`config.mk`:
```
export PLATFORM = sky130hd
export DESIGN_NAME = clock_freq_control_sequencer
export DESIGN_NICKNAME = d
export VERILOG_FILES = /design/src/rtl/clock_freq_control_sequencer.v
export VERILOG_INCLUDE_DIRS = /design/src /design/src/rtl
export SDC_FILE = /design/constraint.sdc
export NUM_CORES = 1
export LEC_CHECK = 0
export ABC_AREA = 1
export BUFFER_PORTS_ARGS = -buffer_cell sky130_fd_sc_hd__buf_2
export CAP_MARGIN = 15
export CORE_UTILIZATION = 48
export CTS_CLUSTER_DIAMETER = 40
export DETAILED_ROUTE_END_ITERATION = 6
export PLACE_DENSITY = 0.78
export SLEW_MARGIN = 25
export SYNTH_ARGS = -nofsm -noshare
export SYNTH_HDL_FRONTEND = slang
export SYNTH_SLANG_ARGS = --single-unit
```
`constraint.sdc`:
```
create_clock -name sys_clk -period 1.75 [get_ports sys_clk]
set_clock_uncertainty 0.05 [all_clocks]
set_input_delay 0.0875 -clock sys_clk [delete_from_list [all_inputs] [get_ports sys_clk]]
set_output_delay 0.0875 -clock sys_clk [all_outputs]
set_load 0.05 [all_outputs]
```
`src/rtl/clock_freq_control_defines.vh`:
```
`ifndef CLOCK_FREQ_CONTROL_DEFINES_VH
`define CLOCK_FREQ_CONTROL_DEFINES_VH
// ************************************************************
// register map
// ************************************************************
`define FREQ_CTRL_ADDR     12'h000
`define SEQ_STATUS_ADDR    12'h004
`define ADDR_W             12
// ************************************************************
// frequency control fields
// ************************************************************
`define CLKOUT_BIT         11
`define PLL1_BIT           10
`define PLL2_BIT           9
`define CPU_MSB            8
`define CPU_LSB            6
`define BUS_MSB            5
`define BUS_LSB            3
`define PER_MSB            2
`define PER_LSB            0
`define FREQ_USED_MASK     16'h0FFF
`define FREQ_RESET         16'h0E13
`define WORD_STROBE        4'h3
// ************************************************************
// initial values per clock operating mode
// ************************************************************
`define MODE0_INIT         16'h0E1A
`define MODE1_INIT         16'h0E2C
`define MODE2_INIT         16'h0E13
`define MODE3_INIT         16'h0E13
`define MODE4_INIT         16'h0E0A
`define MODE5_INIT         16'h0E0A
`define MODE6_INIT         16'h0808
`define MODE7_INIT         16'h0E13
`endif

```
`src/rtl/clock_freq_control_sequencer.v`:
```
// Behaviour
// - control register is 16 bits; only 16-bit word writes are taken
// - only power-on reset loads it, value chosen by mode pins
// - bits 15..12 read zero; software writes only zero there
// - bit 11 drives external clock pin; zero floats it with pull-up
// - floating the clock pin leaves internal clocks unchanged
// - no pull-up on the floating pin during hardware standby
// - bit 10 uses or bypasses the first PLL
// - bit 9 uses or leaves out the second PLL
// - cpu ratio codes 000..101 give x1,1/2,1/3,1/4,1/6,1/8
// - bus ratio uses the same codes as the cpu ratio
// - peripheral codes 000..100 give 1/2,1/3,1/4,1/6,1/8
// - first PLL 0 to 1 halts cpu, stops clocks, starts watchdog
// - final overflow restores clocks, resumes cpu, watchdog stops
// - second PLL on: first overflow starts it and reloads watchdog
// - bus ratio change with second PLL on waits one overflow
// - bus ratio change with second PLL off applies at once
// - cpu or peripheral ratio change applies at once
// - clock-enable output low while clock unstable or self-refresh; here it falls one cycle after the unstable output rises
//
// Register access over APB and the register addresses were chosen for this implementation.
`timescale 1ns/1ns
`include "clock_freq_control_defines.vh"
module clock_freq_control_sequencer (
   input  wire        sys_clk,
   input  wire        rst_n,
   input  wire        psel,
   input  wire        penable,
   input  wire        pwrite,
   input  wire [11:0] paddr,
   input  wire [31:0] pwdata,
   input  wire [3:0]  pstrb,
   output reg         pready,
   output reg  [31:0] prdata,
   output reg         pslverr,
   input  wire [2:0]  mode_pins,
   input  wire        hw_standby,
   input  wire        sdram_self_refresh,
   input  wire        wdt_overflow,
   output reg         wdt_start_q,
   output reg         wdt_reload_q,
   output reg         wdt_stop_q,
   output reg         cpu_halt_q,
   output reg         int_clock_stop_q,
   output reg         first_pll_on_q,
   output reg         second_pll_on_q,
   output reg  [2:0]  cpu_ratio_q,
   output reg  [2:0]  bus_ratio_q,
   output reg  [2:0]  periph_ratio_q,
   output reg         ext_clock_pin_oe_n_q,
   output reg         ext_clock_pull_up_q,
   output reg         ext_clock_unstable_q,
   output reg         ext_clock_enable_q
);
   // ************************************************************
   // states
   // ************************************************************
   localparam [2:0] ST_IDLE  = 3'b001;
   localparam [2:0] ST_STAB1 = 3'b010;
   localparam [2:0] ST_STAB2 = 3'b100;

   reg  [15:0] freq_q;
   reg  [2:0]  state_q;
   reg         two_phase_q;
   reg  [2:0]  mode_s1_q;
   reg  [2:0]  mode_s2_q;
   reg         stby_s1_q;
   reg         stby_s2_q;
   reg  [1:0]  strap_wait_q;
   reg         loaded_q;
   reg  [15:0] mode_init;
   wire        access;
   wire        commit;
   wire        bad_req;
   wire [15:0] wr_val;
   wire        pll1_rise;
   wire        bus_change;
   wire        busy;

   // ************************************************************
   // mode pin and standby synchronisers
   // ************************************************************
   always @(posedge sys_clk or negedge rst_n) begin
      if (!rst_n) begin
         mode_s1_q    <= 3'h0;
         mode_s2_q    <= 3'h0;
         stby_s1_q    <= 1'b0;
         stby_s2_q    <= 1'b0;
         strap_wait_q <= 2'h0;
      end else begin
         mode_s1_q <= mode_pins;
         mode_s2_q <= mode_s1_q;
         stby_s1_q <= hw_standby;
         stby_s2_q <= stby_s1_q;
         if (strap_wait_q != 2'h3) begin
            strap_wait_q <= strap_wait_q + 2'h1;
         end
      end
   end

   always @* begin
      case (mode_s2_q)
         3'h0:    mode_init = `MODE0_INIT;
         3'h1:    mode_init = `MODE1_INIT;
         3'h2:    mode_init = `MODE2_INIT;
         3'h3:    mode_init = `MODE3_INIT;
         3'h4:    mode_init = `MODE4_INIT;
         3'h5:    mode_init = `MODE5_INIT;
         3'h6:    mode_init = `MODE6_INIT;
         default: mode_init = `MODE7_INIT;
      endcase
   end

   // ************************************************************
   // apb decode
   // ************************************************************
   assign access = psel & penable & ~pready;
   assign commit = psel & penable & pready & ~pslverr & pwrite &
                   (paddr == `FREQ_CTRL_ADDR);
   assign busy   = (state_q != ST_IDLE) | ~loaded_q;
   // only halfword-lane writes to the control word are legal
   assign bad_req = pwrite ?
                    ((paddr != `FREQ_CTRL_ADDR) |
                     (pstrb != `WORD_STROBE) | busy) :
                    ((paddr != `FREQ_CTRL_ADDR) &
                     (paddr != `SEQ_STATUS_ADDR));
   // reserved bits are never stored
   assign wr_val = pwdata[15:0] & `FREQ_USED_MASK;

   assign pll1_rise  = wr_val[`PLL1_BIT] & ~freq_q[`PLL1_BIT];
   assign bus_change = (wr_val[`BUS_MSB:`BUS_LSB] !=
                        freq_q[`BUS_MSB:`BUS_LSB]);

   always @(posedge sys_clk or negedge rst_n) begin
      if (!rst_n) begin
         pready  <= 1'b0;
         pslverr <= 1'b0;
         prdata  <= 32'h00000000;
      end else begin
         pready  <= access;
         pslverr <= access & bad_req;
         prdata  <= 32'h00000000;
         if (access & ~pwrite) begin
            if (paddr == `FREQ_CTRL_ADDR) begin
               prdata <= {16'h0000, freq_q};
            end else if (paddr == `SEQ_STATUS_ADDR) begin
               prdata <= {20'h00000, loaded_q, two_phase_q,
                          state_q, ext_clock_enable_q,
                          bus_ratio_q, cpu_halt_q,
                          second_pll_on_q, first_pll_on_q};
            end
         end
      end
   end

   // ************************************************************
   // control register and change sequencer
   // ************************************************************
   always @(posedge sys_clk or negedge rst_n) begin
      if (!rst_n) begin
         freq_q           <= `FREQ_RESET;
         loaded_q         <= 1'b0;
         state_q          <= ST_IDLE;
         two_phase_q      <= 1'b0;
         wdt_start_q      <= 1'b0;
         wdt_reload_q     <= 1'b0;
         wdt_stop_q       <= 1'b0;
         cpu_halt_q       <= 1'b0;
         int_clock_stop_q <= 1'b0;
         first_pll_on_q   <= 1'b0;
         second_pll_on_q  <= 1'b0;
         cpu_ratio_q      <= 3'h0;
         bus_ratio_q      <= 3'h0;
         periph_ratio_q   <= 3'h0;
      end else begin
         wdt_start_q  <= 1'b0;
         wdt_reload_q <= 1'b0;
         wdt_stop_q   <= 1'b0;
         if (!loaded_q) begin
            if (strap_wait_q == 2'h3) begin
               // strap captured once, after release of reset
               freq_q          <= mode_init;
               loaded_q        <= 1'b1;
               first_pll_on_q  <= mode_init[`PLL1_BIT];
               second_pll_on_q <= mode_init[`PLL2_BIT];
               cpu_ratio_q     <= mode_init[`CPU_MSB:`CPU_LSB];
               bus_ratio_q     <= mode_init[`BUS_MSB:`BUS_LSB];
               periph_ratio_q  <= mode_init[`PER_MSB:`PER_LSB];
            end
         end else begin
            case (state_q)
               ST_IDLE: begin
                  if (commit) begin
                     freq_q <= wr_val;
                     // cpu and peripheral ratios take effect at once
                     cpu_ratio_q    <= wr_val[`CPU_MSB:`CPU_LSB];
                     periph_ratio_q <= wr_val[`PER_MSB:`PER_LSB];
                     first_pll_on_q <= wr_val[`PLL1_BIT];
                     if (!wr_val[`PLL2_BIT]) begin
                        second_pll_on_q <= 1'b0;
                     end else if (!pll1_rise) begin
                        second_pll_on_q <= 1'b1;
                     end
                     if (pll1_rise) begin
                        // the second pll waits for the first overflow
                        state_q          <= ST_STAB1;
                        two_phase_q      <= wr_val[`PLL2_BIT];
                        second_pll_on_q  <= 1'b0;
                        wdt_start_q      <= 1'b1;
                        cpu_halt_q       <= 1'b1;
                        int_clock_stop_q <= 1'b1;
                     end else if (bus_change & freq_q[`PLL2_BIT] &
                                  wr_val[`PLL2_BIT]) begin
                        state_q          <= ST_STAB1;
                        two_phase_q      <= 1'b0;
                        wdt_start_q      <= 1'b1;
                        cpu_halt_q       <= 1'b1;
                        int_clock_stop_q <= 1'b1;
                     end else begin
                        bus_ratio_q <= wr_val[`BUS_MSB:`BUS_LSB];
                     end
                  end
               end
               ST_STAB1: begin
                  if (wdt_overflow) begin
                     if (two_phase_q) begin
                        second_pll_on_q <= 1'b1;
                        wdt_reload_q    <= 1'b1;
                        state_q         <= ST_STAB2;
                     end else begin
                        state_q          <= ST_IDLE;
                        wdt_stop_q       <= 1'b1;
                        cpu_halt_q       <= 1'b0;
                        int_clock_stop_q <= 1'b0;
                        bus_ratio_q <= freq_q[`BUS_MSB:`BUS_LSB];
                     end
                  end
               end
               ST_STAB2: begin
                  if (wdt_overflow) begin
                     state_q          <= ST_IDLE;
                     two_phase_q      <= 1'b0;
                     wdt_stop_q       <= 1'b1;
                     cpu_halt_q       <= 1'b0;
                     int_clock_stop_q <= 1'b0;
                     bus_ratio_q <= freq_q[`BUS_MSB:`BUS_LSB];
                  end
               end
               default: begin
                  state_q          <= ST_IDLE;
                  cpu_halt_q       <= 1'b0;
                  int_clock_stop_q <= 1'b0;
               end
            endcase
         end
      end
   end

   // ************************************************************
   // external clock pin control
   // ************************************************************
   always @(posedge sys_clk or negedge rst_n) begin
      if (!rst_n) begin
         ext_clock_pin_oe_n_q <= 1'b0;
         ext_clock_pull_up_q  <= 1'b0;
         ext_clock_unstable_q <= 1'b0;
         ext_clock_enable_q   <= 1'b1;
      end else begin
         // pin drive, pull-up, unstable and clock-enable outputs; ratios and plls are untouched here
         ext_clock_pin_oe_n_q <= ~freq_q[`CLKOUT_BIT];
         ext_clock_pull_up_q  <= ~freq_q[`CLKOUT_BIT] &
                                 ~stby_s2_q;
         ext_clock_unstable_q <= (state_q != ST_IDLE) |
                                 (commit & state_q[0] &
                                  (pll1_rise | (bus_change &
                                   freq_q[`PLL2_BIT] &
                                   wr_val[`PLL2_BIT])));
         ext_clock_enable_q   <= ~((state_q != ST_IDLE) |
                                   sdram_self_refresh);
      end
   end

endmodule

```
==> summary.txt <==
Drt
  – Wire length per cell: 12.07 µm
  – Iter 0 DRT Violations: 72
  – Detailed-route vias per instance: 4.855
  – Antenna-violating nets left: 0
  – 1st-pass router iterations: 4
  – DRC viols: 0
  – Via count: 2340
  – Routed WL: 5.820 mm

Timing
  – RSZ-0062 raised after global routing: false
  – Max Fclk: 623.2 MHz
  – Final hold vios: 0
  – Final Cycle Share: 91.69%
  – Slew Viols, Final: 0
  – Final Setup Violations: 0
  – Final Critical Period: 1605 ps
  – PnR worst setup slack: 145.4 ps
  – Hold Slack: 9.597 ps
  – Setup TNS: 0 ps

Power and ir drop
  – Total power draw: 3.099 mW
  – Leakage: 1.793 nW
  – Maximum vdd ir drop: 0.6147 mV
  – PD cells: 931.2 mW/mm²

Yosys
  – Ys Warns: 0
  – Top FF cell, synth: dfrtp_1
  – Ranking of synthesized cells by area: dfrtp_1 43%, nand2_1 9.8%, dfstp_2 7.5%
  – Synthesized flop and latch total: 56
  – Mapped Area: 0.002801 mm²
  – Post-Syn Area per Cell: 8.541 µm²
  – Top-area cell type share of the netlist area: 42.88%
  – Syn Inst Count: 328
  – Largest area contributor in the netlist: dfrtp_1
  – Post-synth EDFFs: 0
  – Sequential share of the synthesized area: 50.38%
  – Ys async rst share: 100.0%
  – Distinct cells, synth: 32

Final layout
  – Layout Area Growth over Synthesis: 18.80%
  – # diodes: 0
  – Non-Filler Instances: 482
  – Layout Utilization: 59.71%
  – Layout cells sized above 1: 27.56%
  – Final Cell Area: 0.003328 mm²
  – Nets@finish: 469

CTS
  – Clock sink count: 56
  – CTS tree: built
  – H-tree levels: 2
  – Num CTS Buffers: 5
  – Clock Pin Slew Worst Setup and Hold Paths: 100 ps
  – CTS root buf: clkbuf_8
  – Max Root-Sink Buffers: 2
  – Worst skew pair latency: 310 ps
  – Setup Buffers After CTS: 0

Global routing
  – Total track usage: 20.08%
  – First-pass GRT wire length: 9.508 mm
  – Vias in the first global route: 2147
  – Initial antenna violation count: 0
  – GRT overflow: 0
  – Largest net degree at the start of global routing: 23

Placement
  – Placed Instances: 464
  – I/O Buffers: 72
  – Pre-CTS WS: 74.05 ps
  – Final GP Congestion: 0.8929
  – Hpwl dp: 4.523 mm
  – Post-DP Area: 0.003114 mm²

Run
  – Max-cap check violation count: 0

Outcome
  – Outcome: completed

Floorplanning
  – Starting Density: 50.26%
  – Top-Level Pins: 113
  – Cell Rows: 27
  – Core area: 0.005574 mm²
  – Die Span Y: 78.40 µm
  – Chip width: 78.40 µm
  – Die ar.: 0.006146 mm²

Worst setup path
  – Crit. End Element: flop
  – Setup Crit Path Kind: flop to flop
  – CP max FO: 6
  – WP data required: 1950 ps
  – Reg2Reg Depth: 8
  – Crit path DAT: 1810 ps
  – Critical path startpoint category: flop

Min path
  – Worst hold path type: input port to flop
  – Worst hold path depth: 3
cell type report:
cell class | instances | area (µm²)
fill | 465 | 2246
clock inverter | 3 | 27.53
clock buffer | 5 | 68.82
multi-input combinational | 214 | 1067
tap | 72 | 90.09
inverter | 46 | 172.7
sequential | 56 | 1411
timing repair buffer | 86 | 490.5
what timing repair did:
action	CTS	global route
endpoints found under the setup margin	0	16
gates resized for setup	0	4
hold buffers	10	0
hold endpoints to repair	27	0
worst paths after layout:
| kind | to | slack (ps) | startpoint |
|---|---|---|---|
| setup / recovery | bus_ratio_q[2] | 150 | state_q[0] |
| max in group asynchronous | freq_q[4] | 760 | rst_n |
| hold reg to reg | mode_s2_q[1] | 310 | mode_s1_q[1] |
| hold / removal | pready | 10 | penable |
| setup reg to reg | bus_ratio_q[2] | 150 | state_q[0] |
| min in group asynchronous | ext_clock_pull_up_q | 210 | rst_n |
critical path: stages (launching register included):
cell     delay (ps)
dfstp_2         570
inv_1            90
nand3_2         130
nand2_2         110
inv_1           130
nor2_1           60
o21ai_0         220
nand3_1         120
nand2_1          80
power breakdown:
| group | internal (mW) | switching [mW] | total (mW) |
|---|---|---|---|
| combinational | 0.221 | 0.660 | 0.881 |
| clock | 0.294 | 0.437 | 0.731 |
| sequential | 1.41 | 0.0739 | 1.49 |
per-layer routing:
layer / vias up / wire length [µm] / global-route usage [%]
met5: - / 0 / 0
met4: 0 / 93 / 7.037
met3: 8 / 304 / 3.605
met2: 87 / 2867 / 35.88
met1: 1081 / 2556 / 24.17
li1: 1164 / - / -
synthesized netlist by cell type (2+ instances only):
master    count
buf_4        25
inv_1        45
o21ai_1       2
o211ai_1      2
nor3_1        2
or2_2         2
xnor2_1       2
a221oi_1      2
o21ai_0      21
nand2_1      73
nor2_4        2
nand4_1       6
nand3_4       2
o21ai_2       5
buf_2         4
dfrtp_1      48
nand2_4       2
a21oi_1       8
dfstp_2       8
o22ai_1       5
nor2_1       28
nand3_1      24
flip-flops by register name (all words and copies together) (netlist names), 2 cells and up:
register	count
bus_ratio_q	3
freq_q	10
strap_wait_q	2
mode_s2_q	3
mode_s1_q	3
periph_ratio_q	2
state_q	3
prdata	12
cpu_ratio_q	2
cell families (layout without fill, tap and decap cells):
| kind of cell | Yosys count | count (layout) | synth area share, % |
|---|---|---|---|
| buf+inv | 77 | 140 | 14.69 |
| flops | 56 | 56 | 50.38 |
| xor+xnor | 2 | 2 | 0.6254 |
| fa+ha+maj | 1 | 1 | 0.4466 |
| mux | 1 | 1 | 0.4019 |
| compound gates | 47 | 47 | 9.915 |
| simple gates | 143 | 143 | 23.40 |
| other cells | 1 | 20 | 0.1339 |
cell usage in the layout, fill, tap and decap left out, types with 4 or more instances in the layout:
cell / synthesis / routed
nand2_1: 73 / 72
buf_2: 4 / 72
dfrtp_1: 48 / 48
inv_1: 45 / 45
nor2_1: 28 / 28
nand3_1: 24 / 21
o21ai_0: 21 / 21
conb_1: 1 / 20
dlygate4sd3_1: 0 / 10
a21oi_1: 8 / 8
dfstp_2: 8 / 8
nand4_1: 6 / 6
o22ai_1: 5 / 5
o21ai_2: 5 / 5
clkbuf_8: 0 / 5
nand3_2: 1 / 4
buf_4: 25 / 4
Power figures use the tool's default switching activity.
